File: config.mk
export PLATFORM = sky130hd
export DESIGN_NAME = scpm_top
export DESIGN_NICKNAME = d
export VERILOG_FILES = /design/src/hw/scpm_pkg.sv /design/src/hw/scpm_clk_switch.sv /design/src/hw/scpm_osc_gen.sv /design/src/hw/scpm_top.sv
export VERILOG_INCLUDE_DIRS = /design/src /design/src/hw
export SDC_FILE = /design/constraint.sdc
export NUM_CORES = 1
export LEC_CHECK = 0
export BUFFER_PORTS_ARGS = -buffer_cell sky130_fd_sc_hd__buf_2
export CORE_MARGIN = 5
export CORE_UTILIZATION = 53
export CTS_CLUSTER_DIAMETER = 150
export DETAILED_ROUTE_END_ITERATION = 12
export PLACE_DENSITY = 0.79
export SLEW_MARGIN = 40
export SYNTH_ARGS = -nofsm -noshare
export SYNTH_HDL_FRONTEND = slang
export SYNTH_SLANG_ARGS = --single-unit
File: constraint.sdc
create_clock -name clk -period 2.9 [get_ports clk]
set_clock_uncertainty 0.1 [all_clocks]
set_input_delay 0.29 -clock clk [delete_from_list [all_inputs] [get_ports clk]]
set_output_delay 0.29 -clock clk [all_outputs]
set_load 0.1 [all_outputs]
File: src/hw/scpm_cfg.svh
// constants of the system clock and power mode control block
// assumes a 20 MHz bus clock and word addressing on the register bus
`ifndef SCPM_CFG_SVH
`define SCPM_CFG_SVH

// register word indices on the bus
`define SCPM_OFS_SYS_CLK_CTRL 3'h0
`define SCPM_OFS_FAST_OSC_CTRL 3'h1
`define SCPM_OFS_IRQ_STATUS 3'h2
`define SCPM_OFS_IRQ_CLEAR 3'h3
`define SCPM_OFS_IRQ_ENABLE 3'h4
`define SCPM_OFS_POWER_STATUS 3'h5

// field positions
`define SCPM_SEL_MSB 7
`define SCPM_SEL_LSB 5
`define SCPM_FAST_IDLE_BIT 1
`define SCPM_SLOW_IDLE_BIT 0
`define SCPM_FOSC_STABLE_BIT 1
`define SCPM_FOSC_ENABLE_BIT 0
`define SCPM_PS_PDF_BIT 0
`define SCPM_PS_TO_BIT 1
`define SCPM_PS_MODE_LSB 2
`define SCPM_PS_BUSY_BIT 7

// interrupt event bits
`define SCPM_EV_FAST_STABLE 0
`define SCPM_EV_SWITCH_DONE 1
`define SCPM_EV_HALT 2
`define SCPM_EV_WAKE 3
`define SCPM_EV_WIDTH 4

// reset values
`define SCPM_SCC_RESET 8'h00
`define SCPM_FOSC_EN_RESET 1'b1
`define SCPM_SEL_SLOW 3'h7

// timing
`define SCPM_CLK_HZ 20000000
`define SCPM_FAST_HZ 4000000
`define SCPM_SLOW_HZ 32000
`define SCPM_FAST_PERIOD_CYC (`SCPM_CLK_HZ / `SCPM_FAST_HZ)
`define SCPM_SLOW_PERIOD_CYC (`SCPM_CLK_HZ / `SCPM_SLOW_HZ)
`define SCPM_SETTLE_NS 16000
`define SCPM_SETTLE_CYC ((`SCPM_SETTLE_NS * (`SCPM_CLK_HZ / 1000000) + 999) / 1000)
`define SCPM_SWITCH_CUR_PERIODS 4

`endif

File: src/hw/scpm_pkg.sv
// types shared by the clock and power mode control files
// assumes scpm_cfg.svh for the numeric constants
package scpm_pkg;
	// operating mode, one-hot
	typedef enum logic [4:0] {
		scpm_run = 5'b00001,
		scpm_sleep = 5'b00010,
		scpm_idle_slow_only = 5'b00100,
		scpm_idle_both_clocks = 5'b01000,
		scpm_idle_fast_only = 5'b10000
	} scpm_mode_type;
	// system clock select code
	typedef logic [2:0] scpm_sel_type;
endpackage

File: src/hw/scpm_clk_switch.sv
// glitch-free selector of the system clock among eight clock levels
// assumes all levels are flop outputs of the bus clock domain
`include "scpm_cfg.svh"
module scpm_clk_switch (
	// clock and reset
	input wire logic clk,
	input wire logic reset,
	// candidates
	input wire logic [7:0] levels,
	input wire logic [7:0] ready,
	// control
	input wire scpm_pkg::scpm_sel_type target,
	input wire logic gate,
	// outputs
	output scpm_pkg::scpm_sel_type current,
	output logic sys_clk,
	output logic busy,
	output logic done
);
	import scpm_pkg::*;
	logic [2:0] edges_reg; // rising edges of the old clock seen
	logic prev_reg; // old clock level one cycle ago
	logic gate_reg; // gate, moved only while the clock is low
	wire logic cur_level = levels[current];
	wire logic cur_rise = cur_level & ~prev_reg;
	wire logic want = (target != current);
	wire logic waited = (edges_reg == 3'(`SCPM_SWITCH_CUR_PERIODS));
	// hand over only with both clocks low, so no runt pulse appears
	wire logic take = want & waited & ready[target] & ~cur_level &
		~levels[target];

	// --------------------------------------------------------------
	// switch sequence
	// --------------------------------------------------------------
	always_ff @(posedge clk or posedge reset) begin
		if (reset) begin
			current <= '0;
			edges_reg <= '0;
			prev_reg <= 1'b0;
			gate_reg <= 1'b0;
			sys_clk <= 1'b0;
			done <= 1'b0;
		end else begin
			prev_reg <= cur_level;
			done <= take;
			if (take) begin
				current <= target;
				edges_reg <= '0;
			end else if (want && cur_rise && !waited) begin
				edges_reg <= edges_reg + 3'(1);
			end else if (!want) begin
				edges_reg <= '0;
			end
			if (!cur_level)
				gate_reg <= gate;
			sys_clk <= cur_level & gate_reg & ~take;
		end
	end
	assign busy = want;
endmodule

File: src/hw/scpm_osc_gen.sv
// model of one on-chip rc oscillator as a clock-rate level
// assumes the bus clock is several times faster than the oscillator
`include "scpm_cfg.svh"
module scpm_osc_gen #(
	parameter int PERIOD = 5,
	parameter int SETTLE = 1
) (
	// clock and reset
	input wire logic clk,
	input wire logic reset,
	// control
	input wire logic run,
	// outputs
	output logic level,
	output logic stable
);
	localparam int CW = $clog2(PERIOD + 1);
	localparam int SW = $clog2(SETTLE + 1);
	logic [CW-1:0] cnt_reg; // phase counter
	logic [SW-1:0] settle_reg; // settling counter
	wire logic cnt_wrap = (cnt_reg == CW'(PERIOD - 1));
	wire logic settled = (settle_reg == SW'(SETTLE));

	// --------------------------------------------------------------
	// phase and settling, both restart whenever the oscillator stops
	// --------------------------------------------------------------
	always_ff @(posedge clk or posedge reset) begin
		if (reset) begin
			cnt_reg <= '0;
			settle_reg <= '0;
			level <= 1'b0;
			stable <= 1'b0;
		end else if (!run) begin
			cnt_reg <= '0;
			settle_reg <= '0;
			level <= 1'b0;
			stable <= 1'b0;
		end else begin
			cnt_reg <= cnt_wrap ? '0 : cnt_reg + CW'(1);
			settle_reg <= settled ? settle_reg : settle_reg + SW'(1);
			level <= (cnt_reg < CW'(PERIOD / 2));
			stable <= settled;
		end
	end
endmodule

File: src/hw/scpm_top.sv
// system clock selection and low-power mode control
// assumes the core's halt and wake strobes, watchdog strobes and the
// avalon-mm master all run on clk; oscillators are modelled as levels
//
// Local design decisions: the address map and the Avalon-MM slave port.
`include "scpm_cfg.svh"

// Summary of operation
// - select code picks fast divided or slow clock
// - fast clock comes from 4MHz rc oscillator
// - slow clock comes from 32kHz rc oscillator
// - slow oscillator also feeds watchdog and time base
// - fast mode runs every clock and oscillator
// - slow mode: fast clock follows enable bit
// - halt with both enables low enters sleep
// - halt with slow enable only enters idle_slow_only
// - halt with both enables high enters idle_both_clocks
// - halt with fast enable only enters idle_fast_only
// - bit 1 keeps fast oscillator during halt
// - bit 0 keeps slow peripheral clock during halt
// - enabling fast oscillator clears, then sets stable
// - fast oscillator enable, power-on value one
// - clock switch completes within documented delay
// - unimplemented control bits read as zero
// - halt sets power-down flag, clears timeout flag
module scpm_top (
	// clock and reset
	input wire logic clk,
	input wire logic reset,
	// avalon-mm slave
	input wire logic [2:0] address,
	input wire logic read,
	input wire logic write,
	input wire logic [31:0] writedata,
	input wire logic [3:0] byteenable,
	output logic [31:0] readdata,
	output logic waitrequest,
	// cpu core strobes
	input wire logic cpu_halt,
	input wire logic wake_request,
	// watchdog side
	input wire logic wdt_enable,
	input wire logic wdt_timeout,
	input wire logic wdt_clear,
	// clocks out
	output logic sys_clk,
	output logic fast_clk,
	output logic slow_clk,
	output logic wdt_clk,
	output logic timebase_clk,
	// status out
	output logic cpu_run,
	output scpm_pkg::scpm_mode_type mode,
	output logic power_down_flag,
	output logic watchdog_timeout_flag,
	output logic irq
);
	import scpm_pkg::*;

	// --------------------------------------------------------------
	// declarations
	// --------------------------------------------------------------
	// control registers
	scpm_sel_type sys_clk_select_reg; // requested clock code
	logic fast_idle_enable_reg; // fast oscillator kept in halt
	logic slow_idle_enable_reg; // slow peripheral clock kept in halt
	logic fast_osc_enable_reg; // fast oscillator on in slow mode
	// interrupt registers
	logic [`SCPM_EV_WIDTH-1:0] irq_status_reg; // sticky events
	logic [`SCPM_EV_WIDTH-1:0] irq_enable_reg; // event mask
	// bus handshake
	logic ack_reg; // second cycle of an access
	logic [31:0] readdata_reg; // captured read data
	// power mode
	scpm_mode_type mode_reg; // current operating mode
	scpm_mode_type mode_next; // mode after this edge
	logic pdf_reg; // power-down flag
	logic to_reg; // watchdog timeout flag
	// oscillator model outputs
	logic fast_level; // fast rc oscillator level
	logic fast_stable; // fast oscillator settled
	logic slow_level; // slow rc oscillator level
	logic slow_stable; // slow oscillator settled
	logic fast_stable_prev_reg; // for the stable event
	// divider
	logic [5:0] div_reg; // counts fast rising edges
	logic fast_prev_reg; // fast level one cycle ago
	logic [7:0] cand_level; // level of each select code
	logic [7:0] cand_ready; // source of each code is stable
	// switch outputs
	scpm_sel_type cur_sel; // clock code in use
	logic switch_busy; // change of code still pending
	logic switch_done; // one-cycle pulse at the change
	// output clock registers
	logic fast_clk_reg;
	logic slow_clk_reg;
	logic wdt_clk_reg;
	localparam logic [7:0] SCC_RST = `SCPM_SCC_RESET; // reset image

	// --------------------------------------------------------------
	// bus decode
	// --------------------------------------------------------------
	wire logic access = read | write;
	wire logic wr_commit = write & ack_reg;
	wire logic lane0 = byteenable[0];
	wire logic hit_scc = (address == `SCPM_OFS_SYS_CLK_CTRL);
	wire logic hit_fosc = (address == `SCPM_OFS_FAST_OSC_CTRL);
	wire logic hit_stat = (address == `SCPM_OFS_IRQ_STATUS);
	wire logic hit_clr = (address == `SCPM_OFS_IRQ_CLEAR);
	wire logic hit_ien = (address == `SCPM_OFS_IRQ_ENABLE);
	wire logic hit_ps = (address == `SCPM_OFS_POWER_STATUS);
	wire logic wr_scc = wr_commit & hit_scc & lane0;
	wire logic wr_fosc = wr_commit & hit_fosc & lane0;
	wire logic wr_clr = wr_commit & hit_clr & lane0;
	wire logic wr_ien = wr_commit & hit_ien & lane0;
	wire logic [7:0] wbyte = writedata[7:0];

	// --------------------------------------------------------------
	// mode decode
	// --------------------------------------------------------------
	wire logic in_run = (mode_reg == scpm_run);
	wire logic in_sleep = (mode_reg == scpm_sleep);
	wire logic halt_take = cpu_halt & in_run;
	wire logic wake_take = wake_request & ~in_run;
	wire logic sel_slow = (sys_clk_select_reg == `SCPM_SEL_SLOW);
	wire logic cur_slow = (cur_sel == `SCPM_SEL_SLOW);
	// fast oscillator: in run forced on while any fast code is used or
	// pending, otherwise the enable bit; in halt the idle bit alone
	wire logic fast_on = in_run ?
		(fast_osc_enable_reg | ~sel_slow | ~cur_slow) :
		fast_idle_enable_reg;
	// low-speed oscillator: off only in sleep with watchdog off
	wire logic slow_rc_oscillator_on = ~in_sleep | wdt_enable;
	// slow peripheral clock follows the slow idle bit in halt
	wire logic fsub_on = in_run | slow_idle_enable_reg;
	// system clock in halt runs only if its source is kept
	wire logic sys_gate = in_run |
		(cur_slow ? slow_idle_enable_reg :
		fast_idle_enable_reg);
	wire logic fast_rise = fast_level & ~fast_prev_reg;
	wire logic fast_stable_rise = fast_stable & ~fast_stable_prev_reg;

	// --------------------------------------------------------------
	// read data selection
	// --------------------------------------------------------------
	wire logic [7:0] scc_read = {sys_clk_select_reg, 3'h0,
		fast_idle_enable_reg, slow_idle_enable_reg};
	wire logic [7:0] fosc_read = {6'h00, fast_stable,
		fast_osc_enable_reg};
	wire logic [7:0] ps_read = {switch_busy, mode_reg, to_reg,
		pdf_reg};
	wire logic [7:0] rd_byte =
		hit_scc ? scc_read :
		hit_fosc ? fosc_read :
		hit_stat ? {4'h0, irq_status_reg} :
		hit_ien ? {4'h0, irq_enable_reg} :
		hit_ps ? ps_read :
		8'h00; // clear register and unmapped words read zero

	// --------------------------------------------------------------
	// event vector for the interrupt block
	// --------------------------------------------------------------
	wire logic [`SCPM_EV_WIDTH-1:0] events = {wake_take, halt_take,
		switch_done, fast_stable_rise};
	wire logic [`SCPM_EV_WIDTH-1:0] clr_mask =
		wr_clr ? wbyte[`SCPM_EV_WIDTH-1:0] : '0;

	// --------------------------------------------------------------
	// oscillators
	// --------------------------------------------------------------
	// the fast model restarts its settle count whenever it is
	// switched on, so the stable flag drops first and rises later
	scpm_osc_gen #(
		.PERIOD(`SCPM_FAST_PERIOD_CYC),
		.SETTLE(`SCPM_SETTLE_CYC)
	) u_fast_osc (
		.clk(clk),
		.reset(reset),
		.run(fast_on),
		.level(fast_level),
		.stable(fast_stable)
	);

	// slow rc oscillator, settle kept short
	scpm_osc_gen #(
		.PERIOD(`SCPM_SLOW_PERIOD_CYC),
		.SETTLE(1)
	) u_slow_osc (
		.clk(clk),
		.reset(reset),
		.run(slow_rc_oscillator_on),
		.level(slow_level),
		.stable(slow_stable)
	);

	// --------------------------------------------------------------
	// divider: div_reg bit n-1 is the fast clock divided by 2^n
	// --------------------------------------------------------------
	always_ff @(posedge clk or posedge reset) begin
		if (reset) begin
			div_reg <= '0;
			fast_prev_reg <= 1'b0;
		end else begin
			fast_prev_reg <= fast_level;
			if (fast_rise)
				div_reg <= div_reg + 6'(1);
		end
	end

	// one candidate per select code
	assign cand_level[0] = fast_level;
	assign cand_ready[0] = fast_stable;
	genvar g;
	generate
		for (g = 1; g < 7; g++) begin : g_div
			// each divided stage toggles on the stage below
			assign cand_level[g] = div_reg[g-1];
			assign cand_ready[g] = fast_stable;
		end
	endgenerate
	assign cand_level[7] = slow_level;
	assign cand_ready[7] = slow_stable;

	// --------------------------------------------------------------
	// system clock selector
	// --------------------------------------------------------------
	// the change waits for a stable target, so leaving slow mode
	// with the fast oscillator off costs its full settling time
	scpm_clk_switch u_switch (
		.clk(clk),
		.reset(reset),
		.levels(cand_level),
		.ready(cand_ready),
		.target(sys_clk_select_reg),
		.gate(sys_gate),
		.current(cur_sel),
		.sys_clk(sys_clk),
		.busy(switch_busy),
		.done(switch_done)
	);

	// --------------------------------------------------------------
	// bus handshake: one wait state on every access
	// --------------------------------------------------------------
	always_ff @(posedge clk or posedge reset) begin
		if (reset) begin
			ack_reg <= 1'b0;
			readdata_reg <= '0;
		end else begin
			ack_reg <= access & ~ack_reg;
			if (read && !ack_reg)
				readdata_reg <= {24'h000000, rd_byte};
		end
	end
	assign waitrequest = access & ~ack_reg;
	assign readdata = readdata_reg;

	// --------------------------------------------------------------
	// system clock control register
	// --------------------------------------------------------------
	always_ff @(posedge clk or posedge reset) begin
		if (reset) begin
			sys_clk_select_reg <=
				SCC_RST[`SCPM_SEL_MSB:`SCPM_SEL_LSB];
			fast_idle_enable_reg <=
				SCC_RST[`SCPM_FAST_IDLE_BIT];
			slow_idle_enable_reg <=
				SCC_RST[`SCPM_SLOW_IDLE_BIT];
		end else if (wr_scc) begin
			sys_clk_select_reg <=
				wbyte[`SCPM_SEL_MSB:`SCPM_SEL_LSB];
			fast_idle_enable_reg <= wbyte[`SCPM_FAST_IDLE_BIT];
			slow_idle_enable_reg <= wbyte[`SCPM_SLOW_IDLE_BIT];
		end
	end

	// --------------------------------------------------------------
	// fast oscillator control: stable flag is read-only
	// --------------------------------------------------------------
	always_ff @(posedge clk or posedge reset) begin
		if (reset)
			fast_osc_enable_reg <= `SCPM_FOSC_EN_RESET;
		else if (wr_fosc)
			fast_osc_enable_reg <= wbyte[`SCPM_FOSC_ENABLE_BIT];
	end

	// --------------------------------------------------------------
	// power mode state machine
	// --------------------------------------------------------------
	always_comb begin
		mode_next = mode_reg;
		unique case (mode_reg)
			scpm_run: begin
				if (halt_take) begin
					unique case ({fast_idle_enable_reg,
						slow_idle_enable_reg})
						2'b00: mode_next = scpm_sleep;
						2'b01: mode_next = scpm_idle_slow_only;
						2'b11: mode_next = scpm_idle_both_clocks;
						2'b10: mode_next = scpm_idle_fast_only;
					endcase
				end
			end
			scpm_sleep, scpm_idle_slow_only, scpm_idle_both_clocks,
			scpm_idle_fast_only: begin
				// any wake source brings the core back
				if (wake_take)
					mode_next = scpm_run;
			end
			default: mode_next = scpm_run;
		endcase
	end

	always_ff @(posedge clk or posedge reset) begin
		if (reset)
			mode_reg <= scpm_run;
		else
			mode_reg <= mode_next;
	end

	// --------------------------------------------------------------
	// status flags: a setting event wins over a clear
	// --------------------------------------------------------------
	always_ff @(posedge clk or posedge reset) begin
		if (reset) begin
			pdf_reg <= 1'b0;
			to_reg <= 1'b0;
		end else begin
			if (halt_take)
				pdf_reg <= 1'b1;
			else if (wdt_clear)
				pdf_reg <= 1'b0;
			if (wdt_timeout)
				to_reg <= 1'b1;
			else if (halt_take || wdt_clear)
				to_reg <= 1'b0;
		end
	end

	// --------------------------------------------------------------
	// interrupt status and enable
	// --------------------------------------------------------------
	always_ff @(posedge clk or posedge reset) begin
		if (reset) begin
			irq_status_reg <= '0;
			irq_enable_reg <= '0;
			fast_stable_prev_reg <= 1'b0;
		end else begin
			fast_stable_prev_reg <= fast_stable;
			// new events are kept even under a clear write
			irq_status_reg <= (irq_status_reg & ~clr_mask) | events;
			if (wr_ien)
				irq_enable_reg <= wbyte[`SCPM_EV_WIDTH-1:0];
		end
	end
	assign irq = |(irq_status_reg & irq_enable_reg);

	// --------------------------------------------------------------
	// peripheral clock outputs
	// --------------------------------------------------------------
	// gating these can shorten one high phase; unlike the system
	// clock no peripheral here counts on full-width pulses
	always_ff @(posedge clk or posedge reset) begin
		if (reset) begin
			fast_clk_reg <= 1'b0;
			slow_clk_reg <= 1'b0;
			wdt_clk_reg <= 1'b0;
		end else begin
			fast_clk_reg <= fast_level;
			slow_clk_reg <= slow_level & fsub_on;
			wdt_clk_reg <= slow_level;
		end
	end
	assign fast_clk = fast_clk_reg;
	assign slow_clk = slow_clk_reg;
	assign wdt_clk = wdt_clk_reg;
	assign timebase_clk = slow_clk_reg;

	// --------------------------------------------------------------
	// status outputs
	// --------------------------------------------------------------
	assign cpu_run = in_run;
	assign mode = mode_reg;
	assign power_down_flag = pdf_reg;
	assign watchdog_timeout_flag = to_reg;
endmodule

Word-level counts from Yosys, hierarchy flattened
Cells that the tools add are included.

Logic and storage cells: 157. Register bits: 77. Input bits: 48. Output and inout port bits: 47.

Reductions and logical operators: 13. Equality and inequality tests: 24. Add/sub/neg operators: 6. $lt $le $gt $ge: 4. Multiplexer cells: 37. Bitwise gates (word level): 43.

Operators by type and width (count): 8-bit 2-to-1 mux (5); 1-bit bitwise AND (22); 10-bit 2-to-1 mux (2); 5-bit one-hot mux with 4 select lines (1); 3-bit equality test, second input constant (6); 9-bit 2-to-1 mux (2); 1-bit 2-to-1 mux (15); 3-bit 2-to-1 mux (5); 1-bit inverter (11); 10-bit by 1-bit adder with 10-bit output, second input constant (1); 10-bit equality test, second input constant (1); 10-bit by 9-bit < comparator with 1-bit output, second input constant (1); 5-bit 2-to-1 mux (2); 5-bit one-hot mux with 2 select lines (1); 9-bit by 1-bit adder with 9-bit output, second input constant (1); 1-bit binary-select mux with 3-bit select (3); 9-bit equality test, second input constant (1); 4-bit bitwise AND (2); 3-bit by 4-bit < comparator with 1-bit output, second input constant (2); 4-bit OR reduction (2); 3-bit by 1-bit adder with 3-bit output, second input constant (2); 6-bit by 1-bit adder with 6-bit output, second input constant (1); 3-bit by 2-bit equality test with 1-bit output, second input constant (2); 1-bit OR (6); other kinds (24) (30).

Logic depth before layout (Yosys ltp)
Depth after elaboration: 7. Gate-level depth with buffers: 6. Gate-level depth less buffers: 6.

Cells and area by module
From an unflattened synthesis, not the netlist that was laid out.

Cell total of the unflattened synthesis: 401. Area, all modules: 4102.7 um2.

Modules (own cells, without submodules): scpm_top (area each 2094.5 um2, seq. area each 1003.5 um2, cells an instance 207, times used 1); scpm_clk_switch (area each 694.4 um2, seq. area each 250.2 um2, cells an instance 62, times used 1); scpm_osc_gen at u_fast_osc (area each 686.9 um2, seq. area each 350.3 um2, cells an instance 70, times used 1); scpm_osc_gen at u_slow_osc (area each 626.9 um2, seq. area each 325.3 um2, cells an instance 62, times used 1).

Least setup slack after synthesis
No wires, ideal clock.

Kind: register -> register. Start: register mode_reg[3] (netlist: mode[3]). End: register u_fast_osc.cnt_reg[2]. Data required time: 2679 ps. Setup slack: 8 ps. Arrival time: 2671 ps. Period minus slack after synthesis: 2892 ps. Cell stages (with the launch flop): 7. Path through: dfrtp_1 > nor3_1 > nand2_1 > inv_1 > mux2i_1 > buf_2 > nor2_1.

Word-level cells in the longest chain between the ends: 3.

RTL lines: start: declaration (line scpm_top.sv:75) `scpm_mode_type mode_reg;`; start signal: assignment (line scpm_top.sv:316) `mode_reg <= scpm_run;`; start signal: assignment (line scpm_top.sv:318) `mode_reg <= mode_next;`; 5-bit by 1-bit equality test with 1-bit output (line scpm_top.sv:121) `wire logic in_run = (mode_reg == scpm_run);`; named net cpu_run (line scpm_top.sv:52) `output logic cpu_run,`; 1-bit 2-to-1 mux (line scpm_top.sv:129) `wire logic fast_on = in_run ?`; 3-bit 2-to-1 mux (line scpm_osc_gen.sv:33) `end else if (!run) begin`; end signal: assignment (line scpm_osc_gen.sv:39) `cnt_reg <= cnt_wrap ? '0 : cnt_reg + CW'(1);`; end: declaration (line scpm_osc_gen.sv:19) `logic [CW-1:0] cnt_reg;`.

The timed path passes the listed nets, and every way through them passes these cells. A chain may end at the register's enable or synchronous reset.

Worst setup path in the final report
Start: register mode_reg[2] (netlist: mode[2]). End: output port cpu_run.

Word-level cells in the longest chain between the ends: 1.

RTL lines (line): 5-bit by 1-bit equality test with 1-bit output (scpm_top.sv:121); end: declaration (scpm_top.sv:52).

Every way passes these cells.

==> impl_summary.md <==
Synthesis
Ranked by total cell area, the synthesized netlist is headed by dfrtp_1 49%, buf_4 4.9%, xor2_1 3.6%. Summing every instance area after synthesis gives 0.00387 mm2. Each instance of the synthesized netlist takes up on average 10.8 um2. Of all cell types, the one taking the most synthesized area is dfrtp_1. Counting flops and latches in the post-synthesis netlist gives 77.

The share of the Yosys chip area taken by registers is 49.9%. The most used flip-flop cell after synthesis is dfrtp_1. During synthesis, Yosys emitted a total of 0 warnings. In this run, synthesis inferred 0 flip-flops with an integrated enable. The share of synthesized flip-flops with an asynchronous set or reset is 100%. The share of Yosys cell area claimed by the top area cell type is 48.5%. The synthesized instance count is 359. Synthesis instantiated 55 different standard cells from the library.

Status
The flow ran to the end, and the final reports show no timing, DRC or antenna violations.

Power
The analysis attributes to cell leakage a power of 2.05 nW. The peak supply drop is 0.515 mV. The ratio of total power to cell area is 958 mW/mm2.

The overall power consumption is 4.12 mW.

Setup path
The critical path contains buffers and inverters numbering 2 combined. The capturing point of the worst reg2reg path is u_switch.current[0]. The data arrival time of the worst path is 2020 ps.

The internal reg-to-reg setup slack is 660 ps. STA classifies the critical path startpoint as a register. Among cell families on the critical path, the largest total delay comes from buffers and inverters. The worst setup path is captured at a primary output. The critical path goes through nor3_1 -> nand2_1 -> inv_1 -> buf_2.

The depth of the worst register-to-register path is 4. The worst register-to-register path begins at u_switch.current[1]. The master of the slowest instance on the critical path is dfrtp_1.

For this run, the slowest stage of the critical path takes 470 ps. The category of the critical setup timing path is register to primary output. Along the worst path, the maximum fanout reaches 7. Data on the critical path is required at its endpoint by 2510 ps.

Clock tree
Clock tree synthesis inserted a total of 9 buffers. In this run the deepest clock path goes through 2 buffers. Buffers added to address setup during post-CTS repair amount to 0. The latest clock arrival within the worst-skew pair is 350 ps. TritonCTS built the clock tree. CTS placed an instance of clkbuf_8 at the clock tree root.

The sink count of the clock tree is 77. The number of H-tree levels is 3. After clock tree synthesis, the clock-pin slew on the worst setup and hold paths is 80 ps.

Cells and area
Relative to the synthesized area, the layout overhead comes to 11.3%. The register with the most flip-flops in the layout has 10 of them. In the final design database the tool counted 459 nets.

0 antenna diodes ended up in the layout. The number of inserted filler cells in the final layout is 598. The area occupied by multi-input gates is 0.00171 mm2. The sequential cells in the finished layout cover a total of 0.00193 mm2.

The fraction of layout cells with a size suffix above 1 is 20.6%.

Timing
Headroom to the max-slew limit came out at 56.2%. The clock period could shrink to 2410 ps. The accumulated negative setup slack is 0 ps. The minimum setup slack in the final design is 494 ps. The setup violation total in the final timing report is 0. The count of pins over their slew limit was 0.

The final hold slack is 29.5 ps. The peak clock frequency supported by timing is 416 MHz. Setup repair after global routing left no endpoint under its margin. The final hold violation count is 0. Dividing the final minimum period by the clock period gives 83.0%. The worst-margin pin slew is 654 ps.

Min path
The startpoint of the worst hold path is wdt_clear. The hold path depth is 2. The min-delay analysis places its worst path in the category primary input to register. The hold-critical path endpoint is power_down_flag.

Floorplan
The die covers 0.00911 mm2. In this run the vertical extent of the chip is 95.4 um. For this configuration, the core starts out at a cell density of 53.9%. The I/O pin count is 95. The initialized floorplan defines 31 standard-cell rows.

In this run the horizontal extent of the chip is 95.4 um. In this run the standard cell core region covers 0.00718 mm2.

Placement
The count of buffers added on input and output ports is 42. The worst slack after detailed placement is 696 ps. The placed wire-length estimate is 5610 um. The final weighted congestion in routability-driven placement is 0.851.

Job
Across the run, the number of max-cap violations was 0.

Detailed routing
The number of nets with antenna violations after detailed routing is 0. The number of remaining DRC errors is 0. The number of detailed-routing iterations run before antenna repair is 4. The mean routed wirelength per cell is 15.5 um. The detailed router finished its first iteration with 176 violations. The overall via count from detail_route is 2791.

The ratio of routed vias to standard cells is 5.52. Wires add up to 7860 um.

Global routing
The global-route wire length before repair is 12800 um. The overall global routing resource usage is 18.3%. The number of global-route vias before repair is 2687. The pin count of the biggest net entering global routing is 58. For this run the aggregate overflow at the end of global routing stands at 0. The initial antenna violation count is 0.
kinds of logic after synthesis:
logic type	after synthesis	share of synthesized area, %
buffers and inverters	57	8.05
other	1	0.0969
adder cells (fa/ha/maj)	9	2.91
multiplexers	22	8.12
XOR/XNOR	24	5.43
AO/OA/AOI/OAI	52	10.3
flip-flops	77	49.9
AND/OR/NAND/NOR	117	15.2
cell usage in the layout (no fill, tap or decap), types with 3 or more instances in the layout:
master	count
nor2b_1	10
nand3_1	14
a2bb2oi_1	3
o21ai_0	9
buf_2	42
conb_1	24
a21oi_1	3
and4_1	3
inv_1	20
clkbuf_8	11
nor2_1	33
mux2i_1	4
nand4_1	7
a21o_1	3
a22oi_1	9
ha_1	9
mux2_2	11
and3_1	7
xnor2_1	8
nand2_1	21
nor3_1	8
xor2_1	16
o311ai_0	3
dfrtp_1	75
worst max-delay path by stage:
stage,depth (start not counted),slack (ps),end,from
floorplan,6,8,u_fast_osc.cnt_reg[2],mode[3]
global placement,4,720,u_switch.current[0],u_switch.current[1]
detailed placement,4,700,u_switch.current[0],u_switch.current[1]
CTS,4,510,cpu_run,mode[2]
global route,4,380,cpu_run,mode[2]
finish,4,490,cpu_run,mode[2]
power breakdown:
group | internal [mW] | switching, mW | total, mW
Combinational | 0.430 | 1.23 | 1.66
Clock | 0.450 | 0.393 | 0.842
Sequential | 1.33 | 0.292 | 1.62
through the flow:
stage,utilization [%],instance area (um2),cells
final,60.0,4300,506
after global routing,60.0,4300,506
after CTS,60.0,4300,506
after detailed placement,56.9,4080,489
after global placement,56.9,4080,489
after floorplan,-,3960,382
synthesized netlist by cell type, types with 2 or more instances:
library cell,number
dfrtp_1,75
nor2_1,33
buf_4,25
inv_1,21
nand2_1,21
xor2_1,16
nand3_1,14
mux2_2,11
nor2b_1,10
a22oi_1,9
ha_1,9
o21ai_0,9
nor3_1,8
xnor2_1,8
and3_1,7
clkbuf_1,7
nand4_1,7
mux2i_1,4
a21o_1,3
a21oi_1,3
a2bb2oi_1,3
and4_1,3
buf_2,3
o311ai_0,3
a211oi_1,2
a22o_1,2
a31o_2,2
and2_1,2
dfstp_2,2
mux2_4,2
mux4_1,2
mux4_2,2
nand2b_1,2
nor3b_1,2
o221a_2,2
o22ai_1,2
o2bb2ai_1,2
o31ai_1,2
or3_1,2
or4_1,2
routing by layer:
metal / GRT usage [%] / vias to the layer above / part of all wire, %
met2: 29.0 / 77 / 49
met1: 23.7 / 1391 / 43
met4: 8.65 / 0 / 2.7
met3: 4.50 / 20 / 4.5
li1: - / 1303 / -
met5: 0 / - / 0
timing repair:
| action | in CTS | in global routing |
|---|---|---|
| gates resized for setup | 0 | 0 |
| hold buffers | 1 | 0 |
| hold endpoints to repair | 20 | 0 |
final cells by class:
| cell class | instances | share of cell area (%) |
|---|---|---|
| clock buffers | 12 | 3.60 |
| clock inverters | 4 | 1.28 |
| inverters | 21 | 1.83 |
| multi-input cells | 248 | 39.8 |
| flip-flops and latches | 77 | 44.8 |
| well taps | 99 | 2.88 |
| repair buffers | 45 | 5.76 |
(Power assumes the default switching activity.)
